==> src/rtl/tec_pkg.sv <==
package tec_pkg;

  // ----------------------------------------
  // Register indices (byte address = index * 4)
  // ----------------------------------------
  localparam logic [5:0] IDX_CNT0_HIGH = 6'h0C;
  localparam logic [5:0] IDX_CNT0_LOW = 6'h0D;
  localparam logic [5:0] IDX_CNT0_CONTROL = 6'h0E;
  localparam logic [5:0] IDX_CNT1_HIGH = 6'h0F;
  localparam logic [5:0] IDX_CNT1_LOW = 6'h10;
  localparam logic [5:0] IDX_CNT1_CONTROL = 6'h11;
  localparam logic [5:0] IDX_IRQ_CONTROL0 = 6'h12;
  localparam logic [5:0] IDX_SECOND_IRQ_CONTROL = 6'h13;
  localparam logic [5:0] IDX_PORT_A_CONTROL = 6'h14;

  // ----------------------------------------
  // Control register fields
  // ----------------------------------------
  localparam int CTL_PSC_LSB = 0;
  localparam int CTL_EDGE = 3;
  localparam int CTL_RUN = 4;
  localparam int CTL_CLKSEL = 5;
  localparam int CTL_MODE_LSB = 6;
  localparam logic [1:0] MODE_EVENT = 2'h1;
  localparam logic [1:0] MODE_TIMER = 2'h2;
  localparam logic [1:0] MODE_PULSE = 2'h3;
  localparam logic [7:0] CTL_RESET = 8'h00;

  // ----------------------------------------
  // Interrupt and port fields
  // ----------------------------------------
  localparam int IRQ_EN_BIT = 0;
  localparam int IRQ0_FLAG_BIT = 6;
  localparam int IRQ1_FLAG_BIT = 4;
  localparam int PA_LATCH = 0;
  localparam int PA_INPUT = 1;
  localparam int PA_PFD_EN = 2;
  localparam int PA_PFD_SRC = 3;
  localparam int PA_PIN = 4;
  localparam logic [3:0] PA_RESET = 4'h2;
  localparam logic [15:0] COUNT_RESET = 16'h0000;
  localparam logic [15:0] COUNT_MAX = 16'hFFFF;
  localparam int PSC_W = 7;
  localparam logic [1:0] DIV4_LAST = 2'h3;

  // ----------------------------------------
  // Types
  // ----------------------------------------
  typedef enum logic [2:0] {
    PW_ARM = 3'b001,
    PW_COUNT = 3'b010,
    PW_HOLD = 3'b100
  } pulse_state_t;

  typedef struct packed {
    logic read;
    logic write;
    logic [7:0] address;
    logic [31:0] writedata;
    logic [3:0] byteenable;
  } avalon_req_t;

  typedef struct packed {
    logic [31:0] readdata;
    logic waitrequest;
  } avalon_rsp_t;

endpackage

==> src/rtl/timer_event_counter_with_freq_divider.sv <==
// Chosen here: the Avalon-MM register port.
`timescale 1ns/1ps
`default_nettype none

// ----------------------------------------
// One 16-bit count-up unit
// ----------------------------------------
module timer_unit
  import tec_pkg::*;
(
  // Clock and reset
  input wire logic clock,
  input wire logic reset,
  // Count sources
  input wire logic tick,
  input wire logic event_sync,
  // Configuration
  input wire logic edge_sel,
  input wire logic run,
  input wire logic [1:0] mode,
  input wire logic freeze,
  // Loading
  input wire logic load,
  input wire logic [15:0] load_value,
  input wire logic [15:0] preload,
  // Results
  output logic [15:0] count,
  output logic overflow,
  output logic measure_done
);
  logic [15:0] count_r;
  logic [15:0] count_nxt;
  logic ev_prev_r;
  pulse_state_t state_r;
  pulse_state_t state_nxt;

  wire rise = event_sync & ~ev_prev_r;
  wire fall = ~event_sync & ev_prev_r;
  wire act_edge = edge_sel ? fall : rise;
  wire start_edge = edge_sel ? rise : fall;
  wire stop_edge = edge_sel ? fall : rise;
  wire is_pulse = (mode == MODE_PULSE);
  wire pulse_step = (state_r == PW_COUNT) & tick & ~stop_edge;
  wire mode_step = (mode == MODE_EVENT) ? act_edge :
                   (mode == MODE_TIMER) ? tick :
                   is_pulse ? pulse_step : 1'b0;
  // High-byte reads stall the count; lost steps are accepted
  wire step = run & ~freeze & mode_step;

  assign overflow = step & (count_r == COUNT_MAX);
  assign measure_done = (state_r == PW_COUNT) & run & is_pulse & stop_edge;
  assign count = count_r;

  always_comb begin
    state_nxt = state_r;
    case (state_r)
      PW_ARM: begin
        if (run && is_pulse && start_edge) begin
          state_nxt = PW_COUNT;
        end
      end
      PW_COUNT: begin
        if (!run || !is_pulse) begin
          state_nxt = PW_ARM;
        end else if (stop_edge) begin
          state_nxt = PW_HOLD;
        end
      end
      PW_HOLD: begin
        if (!run) begin
          state_nxt = PW_ARM;
        end
      end
      default: state_nxt = PW_ARM;
    endcase
  end

  always_comb begin
    if (load) begin
      count_nxt = load_value;
    end else if (overflow) begin
      count_nxt = preload;
    end else if (step) begin
      count_nxt = 16'(count_r + 16'h0001);
    end else begin
      count_nxt = count_r;
    end
  end

  always_ff @(posedge clock or posedge reset) begin
    if (reset) begin
      count_r <= COUNT_RESET;
      ev_prev_r <= 1'b0;
      state_r <= PW_ARM;
    end else begin
      count_r <= count_nxt;
      ev_prev_r <= event_sync;
      state_r <= state_nxt;
    end
  end
endmodule

// ----------------------------------------
// Top: two counters, prescaler, divider pin
// ----------------------------------------
module timer_event_counter_with_freq_divider
  import tec_pkg::*;
(
  // Clock and reset
  input wire logic clock,
  input wire logic reset,
  // Register bus
  input wire avalon_req_t bus_req,
  output avalon_rsp_t bus_rsp,
  // External count pins and slow clock
  input wire logic cnt0_event_input,
  input wire logic cnt1_event_input,
  input wire logic slow_clock_32k,
  // Shared port pin
  input wire logic port_a_bit3_in,
  output logic port_a_bit3_out,
  output logic port_a_bit3_oe,
  // System events
  output logic wake_up,
  output logic irq_request,
  output logic pwm_clock_tick
);
  // ----------------------------------------
  // Pin synchronisers
  // ----------------------------------------
  logic [3:0] sync1_r;
  logic [3:0] sync2_r;
  logic slow_prev_r;

  always_ff @(posedge clock or posedge reset) begin
    if (reset) begin
      sync1_r <= 4'h0;
      sync2_r <= 4'h0;
      slow_prev_r <= 1'b0;
    end else begin
      sync1_r <= {port_a_bit3_in, slow_clock_32k, cnt1_event_input, cnt0_event_input};
      sync2_r <= sync1_r;
      slow_prev_r <= sync2_r[2];
    end
  end

  // ----------------------------------------
  // Bus decode
  // ----------------------------------------
  avalon_rsp_t rsp_r;
  logic [7:0] ctl0_r;
  logic [7:0] ctl1_r;
  logic [7:0] low_buf0_r;
  logic [7:0] low_buf1_r;
  logic [15:0] preload0_r;
  logic [15:0] preload1_r;
  logic irq0_en_r;
  logic irq1_en_r;
  logic flag0_r;
  logic flag1_r;
  logic [3:0] port_r;
  logic pfd_r;
  logic pin_out_r;
  logic pin_oe_r;
  logic wake_r;
  logic irq_r;
  logic pwm_tick_r;
  logic [PSC_W-1:0] psc_r;
  logic [15:0] count0;
  logic [15:0] count1;
  logic ovf0;
  logic ovf1;
  logic done0;
  logic done1;

  wire [5:0] idx = bus_req.address[7:2];
  wire aligned = (bus_req.address[1:0] == 2'h0);
  wire acc_go = (bus_req.read | bus_req.write) & rsp_r.waitrequest;
  wire wr_go = acc_go & bus_req.write & bus_req.byteenable[0] & aligned;
  wire rd_go = acc_go & bus_req.read;
  wire [7:0] wdata = bus_req.writedata[7:0];
  wire wr_hi0 = wr_go & (idx == IDX_CNT0_HIGH);
  wire wr_lo0 = wr_go & (idx == IDX_CNT0_LOW);
  wire wr_ctl0 = wr_go & (idx == IDX_CNT0_CONTROL);
  wire wr_hi1 = wr_go & (idx == IDX_CNT1_HIGH);
  wire wr_lo1 = wr_go & (idx == IDX_CNT1_LOW);
  wire wr_ctl1 = wr_go & (idx == IDX_CNT1_CONTROL);
  wire wr_irq0 = wr_go & (idx == IDX_IRQ_CONTROL0);
  wire wr_irq1 = wr_go & (idx == IDX_SECOND_IRQ_CONTROL);
  wire wr_port = wr_go & (idx == IDX_PORT_A_CONTROL);
  wire rd_hi0 = rd_go & aligned & (idx == IDX_CNT0_HIGH);
  wire rd_hi1 = rd_go & aligned & (idx == IDX_CNT1_HIGH);
  wire run0 = ctl0_r[CTL_RUN];
  wire run1 = ctl1_r[CTL_RUN];
  wire load0 = wr_hi0 & ~run0;
  wire load1 = wr_hi1 & ~run1;

  // ----------------------------------------
  // Prescaler and clock sources
  // ----------------------------------------
  wire [2:0] psc_sel = ctl0_r[CTL_PSC_LSB +: 3];
  wire [PSC_W-1:0] psc_mask = PSC_W'((8'h01 << psc_sel) - 8'h01);
  wire tick0 = ((psc_r & psc_mask) == psc_mask);
  wire slow_rise = sync2_r[2] & ~slow_prev_r;
  wire tick1 = ctl1_r[CTL_CLKSEL] ? slow_rise : (psc_r[1:0] == DIV4_LAST);

  // ----------------------------------------
  // Counters
  // ----------------------------------------
  timer_unit u_cnt0 (
    .clock(clock),
    .reset(reset),
    .tick(tick0),
    .event_sync(sync2_r[0]),
    .edge_sel(ctl0_r[CTL_EDGE]),
    .run(run0),
    .mode(ctl0_r[CTL_MODE_LSB +: 2]),
    .freeze(rd_hi0),
    .load(load0),
    .load_value({wdata, low_buf0_r}),
    .preload(preload0_r),
    .count(count0),
    .overflow(ovf0),
    .measure_done(done0)
  );

  timer_unit u_cnt1 (
    .clock(clock),
    .reset(reset),
    .tick(tick1),
    .event_sync(sync2_r[1]),
    .edge_sel(ctl1_r[CTL_EDGE]),
    .run(run1),
    .mode(ctl1_r[CTL_MODE_LSB +: 2]),
    .freeze(rd_hi1),
    .load(load1),
    .load_value({wdata, low_buf1_r}),
    .preload(preload1_r),
    .count(count1),
    .overflow(ovf1),
    .measure_done(done1)
  );

  // ----------------------------------------
  // Register next values
  // ----------------------------------------
  // A software write in the same cycle as a finished measurement wins
  wire [7:0] ctl0_nxt = wr_ctl0 ? {wdata[7:6], 1'b0, wdata[4:0]} :
                        done0 ? (ctl0_r & ~(8'h01 << CTL_RUN)) : ctl0_r;
  wire [7:0] ctl1_nxt = wr_ctl1 ? {wdata[7:3], 3'b000} :
                        done1 ? (ctl1_r & ~(8'h01 << CTL_RUN)) : ctl1_r;
  wire [7:0] low0_nxt = wr_lo0 ? wdata : rd_hi0 ? count0[7:0] : low_buf0_r;
  wire [7:0] low1_nxt = wr_lo1 ? wdata : rd_hi1 ? count1[7:0] : low_buf1_r;
  wire [15:0] pre0_nxt = wr_hi0 ? {wdata, low_buf0_r} : preload0_r;
  wire [15:0] pre1_nxt = wr_hi1 ? {wdata, low_buf1_r} : preload1_r;
  // Hardware set beats a software clear in the same cycle
  wire flag0_nxt = ovf0 | (wr_irq0 ? wdata[IRQ0_FLAG_BIT] : flag0_r);
  wire flag1_nxt = ovf1 | (wr_irq1 ? wdata[IRQ1_FLAG_BIT] : flag1_r);
  wire [3:0] port_nxt = wr_port ? wdata[3:0] : port_r;
  wire sel_ovf = port_r[PA_PFD_SRC] ? ovf1 : ovf0;
  wire pfd_nxt = ~port_r[PA_LATCH] ? 1'b0 : (sel_ovf ? ~pfd_r : pfd_r);
  wire pin_nxt = port_r[PA_PFD_EN] ? (port_r[PA_LATCH] & pfd_r) : port_r[PA_LATCH];
  wire irq_nxt = (flag0_r & irq0_en_r) | (flag1_r & irq1_en_r);

  // ----------------------------------------
  // Read mux
  // ----------------------------------------
  wire [7:0] irq0_view = {1'b0, flag0_r, 5'h00, irq0_en_r};
  wire [7:0] irq1_view = {3'h0, flag1_r, 3'h0, irq1_en_r};
  wire [7:0] port_view = {3'h0, sync2_r[3], port_r};
  wire [7:0] rd_byte =
    ~aligned ? 8'h00 :
    (idx == IDX_CNT0_HIGH) ? count0[15:8] :
    (idx == IDX_CNT0_LOW) ? low_buf0_r :
    (idx == IDX_CNT0_CONTROL) ? ctl0_r :
    (idx == IDX_CNT1_HIGH) ? count1[15:8] :
    (idx == IDX_CNT1_LOW) ? low_buf1_r :
    (idx == IDX_CNT1_CONTROL) ? ctl1_r :
    (idx == IDX_IRQ_CONTROL0) ? irq0_view :
    (idx == IDX_SECOND_IRQ_CONTROL) ? irq1_view :
    (idx == IDX_PORT_A_CONTROL) ? port_view : 8'h00;

  // ----------------------------------------
  // Bus slave: one wait state per access
  // ----------------------------------------
  always_ff @(posedge clock or posedge reset) begin
    if (reset) begin
      rsp_r.waitrequest <= 1'b1;
      rsp_r.readdata <= 32'h0000_0000;
    end else begin
      rsp_r.waitrequest <= ~acc_go;
      if (rd_go) begin
        rsp_r.readdata <= {24'h000000, rd_byte};
      end
    end
  end

  // ----------------------------------------
  // Register file
  // ----------------------------------------
  always_ff @(posedge clock or posedge reset) begin
    if (reset) begin
      ctl0_r <= CTL_RESET;
      ctl1_r <= CTL_RESET;
      low_buf0_r <= 8'h00;
      low_buf1_r <= 8'h00;
      preload0_r <= COUNT_RESET;
      preload1_r <= COUNT_RESET;
      irq0_en_r <= 1'b0;
      irq1_en_r <= 1'b0;
      flag0_r <= 1'b0;
      flag1_r <= 1'b0;
      port_r <= PA_RESET;
    end else begin
      ctl0_r <= ctl0_nxt;
      ctl1_r <= ctl1_nxt;
      low_buf0_r <= low0_nxt;
      low_buf1_r <= low1_nxt;
      preload0_r <= pre0_nxt;
      preload1_r <= pre1_nxt;
      irq0_en_r <= wr_irq0 ? wdata[IRQ_EN_BIT] : irq0_en_r;
      irq1_en_r <= wr_irq1 ? wdata[IRQ_EN_BIT] : irq1_en_r;
      flag0_r <= flag0_nxt;
      flag1_r <= flag1_nxt;
      port_r <= port_nxt;
    end
  end

  // ----------------------------------------
  // Prescaler, divider pin and events
  // ----------------------------------------
  always_ff @(posedge clock or posedge reset) begin
    if (reset) begin
      psc_r <= '0;
      pfd_r <= 1'b0;
      pin_out_r <= 1'b0;
      pin_oe_r <= 1'b0;
      wake_r <= 1'b0;
      irq_r <= 1'b0;
      pwm_tick_r <= 1'b0;
    end else begin
      psc_r <= PSC_W'(psc_r + 1'b1);
      pfd_r <= pfd_nxt;
      pin_out_r <= pin_nxt;
      pin_oe_r <= ~port_r[PA_INPUT];
      wake_r <= ovf0 | ovf1;
      irq_r <= irq_nxt;
      pwm_tick_r <= tick0;
    end
  end

  assign bus_rsp = rsp_r;
  assign port_a_bit3_out = pin_out_r;
  assign port_a_bit3_oe = pin_oe_r;
  assign wake_up = wake_r;
  assign irq_request = irq_r;
  assign pwm_clock_tick = pwm_tick_r;
endmodule
`default_nettype wire
==> config.mk <==
export PLATFORM = sky130hd
export DESIGN_NAME = timer_event_counter_with_freq_divider
export DESIGN_NICKNAME = d
export VERILOG_FILES = /design/src/rtl/tec_pkg.sv /design/src/rtl/timer_event_counter_with_freq_divider.sv
export SDC_FILE = /design/constraint.sdc
export NUM_CORES = 1
export LEC_CHECK = 0
export BUFFER_PORTS_ARGS = -buffer_cell sky130_fd_sc_hd__buf_2
export CAP_MARGIN = 5
export CORE_ASPECT_RATIO = 1.5
export CORE_UTILIZATION = 63
export DETAILED_ROUTE_END_ITERATION = 8
export PLACE_DENSITY = 0.95
export RECOVER_POWER = 25
export SLEW_MARGIN = 15
export SYNTH_ARGS = -nofsm -noshare
export SYNTH_HDL_FRONTEND = slang
export SYNTH_SLANG_ARGS = --single-unit
==> constraint.sdc <==
create_clock -name clock -period 11.1 [get_ports clock]
set_input_delay 0 -clock clock [delete_from_list [all_inputs] [get_ports clock]]
set_output_delay 0 -clock clock [all_outputs]
set_load 0.02 [all_outputs]
== After elaboration in Yosys (flattened, before gate mapping) ==
Index checks and enable logic that the tools add are counted.

* Flip-flop bits (word level): 143
* Bits of input ports: 52
* Word-level logic and storage cells: 201

* Add/sub/neg operators: 4
* Equality and inequality tests: 32
* Shift-type cells: 1
* Multiplexer cells: 51
* Bitwise logic cells: 63
* Reduce and logical (&&, ||, !) cells: 19

{| class="wikitable"
|+ Operators with widths
! operator !! number
|-
| 8-bit 2-to-1 mux || 13
|-
| 16-bit 2-to-1 mux || 6
|-
| 1-bit AND || 43
|-
| 16-bit by 1-bit adder with 16-bit output (second input constant) || 2
|-
| 16-bit == test (second input constant) || 2
|-
| 6-bit by 5-bit == test with 1-bit output (second input constant) || 5
|-
| 6-bit by 4-bit == test with 1-bit output (second input constant) || 4
|-
| 3-bit 2-to-1 mux || 8
|-
| 5-bit 2-to-1 mux || 4
|-
| 3-bit one-hot mux with 3 select lines || 2
|-
| 1-bit 2-to-1 mux || 17
|-
| 1-bit inverter || 14
|-
| 2-bit == test (second input constant) || 5
|-
| 2-bit nonzero test || 4
|-
| 7-bit by 1-bit adder with 7-bit output (second input constant) || 1
|-
| 7-bit AND || 1
|-
| 7-bit == test || 1
|-
| 7-bit 2-to-1 mux || 1
|-
| 1-bit by 3-bit left shift with 7-bit output (first input constant) || 1
|-
| 7-bit by 1-bit subtractor with 7-bit output (second input constant) || 1
|-
| 3-bit by 1-bit == test with 1-bit output (second input constant) || 2
|-
| 3-bit by 2-bit == test with 1-bit output (second input constant) || 2
|-
| 3-bit == test (second input constant) || 2
|-
| 2-bit by 1-bit != test with 1-bit output (second input constant) || 3
|-
| 10 further kinds || 26
|}

== Longest topological paths before layout ==
Gate-level depths: netlist of run 1.

* Depth after elaboration: 14
* Depth in mapped cells: 10

== Hierarchy ==
From an unflattened synthesis of run 1, not the netlist that was laid out.

* Cells, all modules: 791
* Area total of the unflattened synthesis: 7956.4 µm²

{| class="wikitable"
|+ Modules (own cells, without submodules)
! module !! instances !! cells each !! area an instance (µm²) !! seq. area each (µm²)
|-
| timer_event_counter_with_freq_divider || 1 || 433 || 4714.5 || 2479.9
|-
| timer_unit at u_cnt0 || 1 || 177 || 1636.6 || 501.7
|-
| timer_unit at u_cnt1 || 1 || 181 || 1605.3 || 501.7
|}

== Least setup slack after synthesis of run 1 ==
OpenSTA, ideal clock, no wires.

* Path type: flip-flop to flip-flop
* Start: reg u_cnt1.count_r[0] (netlist: u_cnt1.count[0])
* End: reg pfd_r
* Library setup time: 124 ps
* Arrival time: 2198 ps
* Setup slack: 8779 ps
* Cell stages (with the launch flop): 10
* Path buffers: 2
* Path through: dfrtp_1 > ha_1 > nand4_1 > or3_1 > buf_6 > or2_1 > buf_6 > or4_4 > a21oi_1 > nor3b_2

* Cells in the longest elaborated chain, start to end: 4

{| class="wikitable"
|+ Ends and longest elaborated chain
! what !! line !! source
|-
| from (decl) || timer_event_counter_with_freq_divider.sv:31 || <nowiki>logic [15:0] count_r;</nowiki>
|-
| from (signal assigned) || timer_event_counter_with_freq_divider.sv:96 || <nowiki>count_r <= count_nxt;</nowiki>
|-
| 16-bit == test || timer_event_counter_with_freq_divider.sv:50 || <nowiki>assign overflow = step & (count_r == COUNT_MAX);</nowiki>
|-
| 1-bit AND || timer_event_counter_with_freq_divider.sv:50 ||
|-
| 1-bit 2-to-1 mux || timer_event_counter_with_freq_divider.sv:260 || <nowiki>wire sel_ovf = port_r[PA_PFD_SRC] ? ovf1 : ovf0;</nowiki>
|-
| 2-bit by 1-bit != test with 1-bit output (no line) || -- ||
|-
| to (signal assigned) || timer_event_counter_with_freq_divider.sv:343 || <nowiki>pfd_r <= pfd_nxt;</nowiki>
|-
| to (decl) || timer_event_counter_with_freq_divider.sv:162 || <nowiki>logic pfd_r;</nowiki>
|}

Every way passes these cells.
A chain may end at the register's enable or synchronous reset.

== Worst setup path after layout of run 1 ==
* Start: reg rsp_r (netlist bit bus_rsp[0])
* End: reg u_cnt0.count_r[10] (netlist: u_cnt0.count[10])

* Cells in the longest elaborated chain, start to end: 10

{| class="wikitable"
|+ Ends and longest elaborated chain
! what !! line !! source
|-
| from (decl) || timer_event_counter_with_freq_divider.sv:150 || <nowiki>avalon_rsp_t rsp_r;</nowiki>
|-
| 1-bit AND * || timer_event_counter_with_freq_divider.sv:178 || <nowiki>wire acc_go = (bus_req.read | bus_req.write) & rsp_r.waitrequest;</nowiki>
|-
| 1-bit AND || timer_event_counter_with_freq_divider.sv:180 || <nowiki>wire rd_go = acc_go & bus_req.read;</nowiki>
|-
| 1-bit AND (2 in series) || timer_event_counter_with_freq_divider.sv:191 || <nowiki>wire rd_hi0 = rd_go & aligned & (idx == IDX_CNT0_HIGH);</nowiki>
|-
| 1-bit inverter || timer_event_counter_with_freq_divider.sv:48 || <nowiki>wire step = run & ~freeze & mode_step;</nowiki>
|-
| 1-bit AND (2 in series) || timer_event_counter_with_freq_divider.sv:48 ||
|-
| 1-bit AND || timer_event_counter_with_freq_divider.sv:50 ||
|-
| 16-bit 2-to-1 mux || timer_event_counter_with_freq_divider.sv:81 || <nowiki>end else if (overflow) begin</nowiki>
|-
| 16-bit 2-to-1 mux || timer_event_counter_with_freq_divider.sv:79 || <nowiki>if (load) begin</nowiki>
|-
| to (signal assigned) || timer_event_counter_with_freq_divider.sv:96 ||
|-
| to (decl) || timer_event_counter_with_freq_divider.sv:31 ||
|}

Every way passes the cells marked *; elsewhere a longest branch is shown, timed or not.

==> results.ini, run 1 <==
[status]
outcome=finished with violations
failed_checks=DRC, capacitance limit, slew limit

[cts]
clk_path_buf_depth=2
clkLatencyLatePin_ns=0.43
numCtsBuffers=17
cts_setup_buffers=0
root_buffer=clkbuf_16
cts.clk_slew.worst_paths_ns=0.06
cts.sink_count=139
cts_tree=yes
cts_max_level=4

[timing]
max_freq_mhz=219.4
hold_viol=0
drv_slew=69
slew_headroom=-1.034
finClkSkew_ns=0.007911
setup_violations=0
fin_crit_ns=4.557
fin_tns_setup_ns=0
rsz0062_at_grt=no
worstMarginPinSlew_ns=3.035
fin_crit_sh=0.4105

[floorplanning]
die_y_um=133.6
start_util=0.6547
core_area_sq_um=11110
rows=47
fp.dieW_um=89.75
pin_count=90
die_area_sq_um=11990

[global_route]
first_global_vias=6706
antenna_found_initial=2
track_usage=0.3756
grt_max_degree=73
gr-total-overflow=0
grt_pass1_wl_um=34380

[detailed_routing]
drc=4
wl_per_cell_um=23.46
drtAntennaViolNets=0
dr_total_vias=6486
drt_iter0_drc=1037
avgViaCountPerCell=7.050
dr.pass1.iters=9
wirelength_um=21590

[worst_setup_path]
endpoint_kind=register
critPathMaxFanout=20
critPathArrivalTime_ns=4.86
cp_slowest_cell=nor2_1
crit_required_ns=11.40
crit_chain=nand3_1 -> nor3_2 -> nand3_1 -> nor2_1 -> nor2_1 -> a221o_1
criticalPathCategory=register to register
cp-start-kind=register
slowest_delay_ns=1.27

[synth]
syn_inst=715
synthDistinctLibCells=69
syn_area_sq_um=7277
ys_ff_latch=139
yosysSeqAreaShare=0.4787
syn_avg_cell_area_sq_um=10.18
synth_edf_count=0
yosys_warnings=0
synth_ff_type=dfrtp_1
async_flop_share=1.000

[place]
gp_congestion=0.9523
place_hpwl_um=13150
numPortBuffers=38

[pwr]
p_per_area_nw_per_um2=146.5
share_comb_of_total_power=0.055
irDropWorstVdd_uv=131.8
p_sw_w=0.0002813
intPower_w=0.0009252
p_seq_frac=0.438
p_clk_frac=0.507
switching_share=0.2332
leakage_nw=3.803
p_total_w=0.001206

[hold_path]
hold_path_class=primary input to register

[cells_and_area]
drive_gt1_frac=0.1801
area_growth_pct=13.17
num-nets-final=814
mostFrequentLayoutCells=135 x dfrtp_1, 62 x nor2_1, 59 x nand2_1
final_common_cell=dfrtp_1

[run]
drv_cap=1

cells in the mapped netlist (all sizes together) (4+ instances only):
| cell type | instances | area [sq um] |
|---|---|---|
| nor2 | 62 | 232.7 |
| and2 | 6 | 37.54 |
| nand3 | 24 | 135.1 |
| xor2 | 10 | 87.58 |
| and3 | 7 | 43.79 |
| nor3b | 8 | 65.06 |
| dfrtp | 135 | 3378 |
| a221o | 26 | 260.3 |
| nand4 | 10 | 62.56 |
| mux2i | 19 | 190.2 |
| o21ai | 30 | 150.1 |
| clkbuf | 20 | 77.57 |
| nor2b | 12 | 75.07 |
| a21oi | 42 | 210.2 |
| dfstp | 4 | 105.1 |
| o211ai | 8 | 60.06 |
| a22oi | 5 | 37.54 |
| nor4 | 4 | 25.02 |
| nor3 | 8 | 45.04 |
| mux2 | 48 | 540.5 |
| o22ai | 6 | 37.54 |
| a211oi | 12 | 90.09 |
| nand2 | 59 | 221.5 |
| buf | 38 | 265.3 |
| or2 | 6 | 37.54 |
| xnor2 | 13 | 113.9 |
| inv | 18 | 67.56 |
| a211o | 4 | 35.03 |
| nand2b | 14 | 87.58 |
stage by stage:
| step | utilization | area [sq um] | setup WS, ns | instances | hold slack, ns |
|---|---|---|---|---|---|
| 2_1_floorplan | - | 7363 | 7.382 | 738 | 0.03143 |
| 3_3_place_gp | 0.6691 | 7437 | 6.908 | 870 | 0.1079 |
| 3_5_place_dp | 0.6691 | 7437 | 6.761 | 870 | 0.1093 |
| 4_1_cts | 0.7411 | 8237 | 6.760 | 919 | 0.07239 |
| 5_1_grt | 0.7407 | 8233 | 6.435 | 919 | 0.1069 |
| 6_report | 0.7410 | 8235 | 6.543 | 920 | 0.1092 |
state kept, by name (all words and copies together) (netlist names), 5 cells and up:
name	count
preload0_r	16
preload1_r	16
u_cnt0.count	16
u_cnt1.count	16
bus_rsp	9
low_buf0_r	8
low_buf1_r	8
ctl0_r	7
psc_r	7
ctl1_r	5
routing by layer:
metal	track usage	vias up	wire length, um
met5	0	-	0
met4	0.2878	0	1747
met3	0.1341	183	2413
met2	0.6124	562	10470
met1	0.3969	3081	6957
li1	-	2660	-
power groups by stage:
stage	Clock [W]	Sequential (W)	Combinational [W]
floorplan	0	0.000533	0.0000451
global placement	0	0.000535	0.0000560
detailed placement	0	0.000536	0.0000582
CTS	0.000608	0.000527	0.0000644
global route	0.000633	0.000529	0.0000715
finish	0.000611	0.000529	0.0000664
final timing paths:
kind,start,to,slack [ns],cells past startpoint
min in group asynchronous,reset,u_cnt1.state_r[2],0.99,3
max in group asynchronous,reset,u_cnt0.count[6],8.19,4
setup / recovery,bus_rsp[0],u_cnt0.count[10],6.54,6
hold / removal,bus_req[36],bus_rsp[4],0.11,5
hold reg to reg,sync1_r[0],sync2_r[0],0.35,0
setup reg to reg,bus_rsp[0],u_cnt0.count[10],6.54,6
cell type report:
class                           instances  area, sq um
Sequential cell                       139         3483
Multi-Input combinational cell        523         3470
Fill cell                             655         2879
Clock buffer                           21        460.4
Timing Repair Buffer                   60        397.9
Tap cell                              147        183.9
Clock inverter                         11        168.9
Inverter                               18        68.82
Antenna cell                            1        2.502
timing repair:
item / 4_1_cts / 5_1_grt
hold buffers: 17 / 0
hold endpoints to repair: 85 / 0
resized for setup: 0 / 0
cells by family (layout without fill, tap and decap cells):
logic type	Yosys count	after routing	synth area share
flip-flops	139	139	0.4787
XOR/XNOR	23	23	0.02768
multiplexers	67	67	0.1004
adder cells (fa/ha/maj)	3	3	0.005159
other	1	25	0.0005153
AO/OA/AOI/OAI	171	171	0.1664
AND/OR/NAND/NOR	235	235	0.1647
buffers and inverters	76	110	0.05640
worst max-delay path: cells and delay by family, from the launching register on:
| kind | cells | cell delay (ns) |
|---|---|---|
| simple gates | 5 | 3.39 |
| flops | 1 | 0.58 |
| compound gates | 1 | 0.45 |
Power figures use the tool's default switching activity.
==> run 2: changes to the inputs <==
- CORE_UTILIZATION: 63 -> 59
- PLACE_DENSITY: 0.95 -> 0.91
- clock period: 11.1 -> 4.75 ns (I/O delays scaled with it)
==> run 2 against run 1 <==
Net effect: total power increased by 130%; largest cell class unchanged; critical endpoint is now u_cnt1.count[11]; final area fell by 0.38%; hold slack worse by 0.097 ns; wire length shrank 5.2%; the flow now finishes without violations.
==> results.ini, run 2 (synthesis results as in run 1) <==
[pwr]
irDropWorstVdd_uv=297.6
share_comb_of_total_power=0.055
intPower_w=0.002109
p_sw_w=0.0006578
switching_share=0.2377
p_clk_frac=0.499
leakage_nw=3.737
p_seq_frac=0.446
p_per_area_nw_per_um2=337.3

[worst_setup_path]
critPathMaxFanout=11
critPathLaunch=bus_rsp[0]
cp_slowest_cell=nor2_1
r2r-start=bus_rsp[0]
endpoint_kind=register
critPathArrivalTime_ns=3.54
criticalPathCategory=register to register
cp-start-kind=register
slowest_delay_ns=0.78
crit_path_frequent_cell=nor2_1
crit_chain=nor4bb_1 -> buf_4 -> and4_1 -> nand2b_1 -> nor2_1 -> nor2_1 -> a221o_1
crit_required_ns=5.10

[hold_path]
min-delay-start=bus_req[7]
hold_path_class=primary input to register

[floorplanning]
fp.dieW_um=92.68
die_y_um=138.0
core_area_sq_um=12020
pin_count=90
start_util=0.6056
rows=49
die_area_sq_um=12790

[cts]
cts.clk_slew.worst_paths_ns=0.06
clk_path_buf_depth=2
numCtsBuffers=17
root_buffer=clkbuf_16
clkLatencyLatePin_ns=0.42
cts.sink_count=139
cts_max_level=4
cts_tree=yes
cts_setup_buffers=0
cts-resized-gates=0
hold_buffers=14

[timing]
drv_slew=0
finClkSkew_ns=0.009869
setup_violations=0
hold_viol=0
max_freq_mhz=313.6
worstMarginPinSlew_ns=1.114
slew_headroom=0.2549
fin_crit_sh=0.6713
rsz0062_at_grt=no
fin_tns_setup_ns=0
timing.final.ws_setup_ns=1.561
fin_crit_ns=3.189

[detailed_routing]
drt_iter0_drc=884
dr.pass1.iters=6
wl_per_cell_um=22.17
drtAntennaViolNets=0
dr_total_vias=6361
drc=0
avgViaCountPerCell=6.892
wirelength_um=20460

[place]
gp_congestion=0.9294
place_hpwl_um=13170
numPortBuffers=38
dpl_worst_slack_ns=1.672

[global_route]
grt_pass1_wl_um=32940
track_usage=0.3363
antenna_found_initial=0
grt_max_degree=96
first_global_vias=6488
gr-total-overflow=0

[cells_and_area]
seq_area_sq_um=3483
diodes=0
multi_input_area_sq_um=3478
final_common_cell=dfrtp_1
drive_gt1_frac=0.1701
mostFrequentLayoutCells=135 x dfrtp_1, 61 x nor2_1, 59 x nand2_1
area_growth_pct=12.74
fill_cells=829
num-nets-final=812

[status]
outcome=completed

[run]
drv_cap=0

==> run 2: cell types whose count changed in the layout (fill, tap and decap cells not counted), moves of 2 or more <==
cell	delta
buf_2	-13
clkbuf_1	+11
dlygate4sd3_1	-3
clkinvlp_4	+2
inv_6	+2
==> run 2: through the flow <==
step	power (W)	hold WS (ns)	instance area, sq um	utilization	std cells
after CTS	0.002753	0.0004259	8212	0.6834	923
after global placement	0.001383	0.1085	7452	0.6202	877
after floorplan	0.001352	0.03143	7363	-	738
final	0.002767	0.01262	8204	0.6827	923
after global routing	0.002834	0.04120	8204	0.6827	923
after detailed placement	0.001389	0.1093	7452	0.6202	877
==> run 2: final cells by class <==
cell class	instances	area share
clock inverters	13	0.02028
inverters	18	0.008846
flip-flops and latches	139	0.4246
well taps	153	0.02333
multi-input cells	523	0.4240
repair buffers	58	0.04377
clock buffers	19	0.05521
==> run 2: worst max-delay path: cells and delay by family (launching register included) <==
kind,cells,cell delay [ns]
and+or+nand+nor,5,2.02
buffers and inverters,1,0.24
AOI/OAI and AO/OA,1,0.30
DFF,1,0.57
==> run 2: final timing paths <==
check / endpoint / slack (ns) / cells after the start
max reg2reg: u_cnt1.count[11] / 1.56 / 7
max: u_cnt1.count[11] / 1.56 / 7
max in group asynchronous: u_cnt0.count[7] / 3.37 / 4
min in group asynchronous: u_cnt1.ev_prev_r / 0.29 / 3
min reg2reg: sync2_r[1] / 0.35 / 0
min: low_buf0_r[3] / 0.01 / 3
==> run 2: power groups by stage <==
stage	clock (W)	sequential (W)	combinational [W]
final	0.00138	0.00123	0.000153
after global routing	0.00143	0.00123	0.000165
after floorplan	0	0.00125	0.000105
after CTS	0.00137	0.00123	0.000148
after global placement	0	0.00125	0.000133
after detailed placement	0	0.00125	0.000137
==> run 2: routing by layer <==
| metal | part of all wire | GRT usage | up-vias |
|---|---|---|---|
| met4 | 0.084 | 0.2486 | 0 |
| li1 | - | - | 2651 |
| met1 | 0.34 | 0.3794 | 3069 |
| met3 | 0.087 | 0.08801 | 167 |
| met2 | 0.48 | 0.5423 | 474 |
| met5 | 0 | 0 | - |
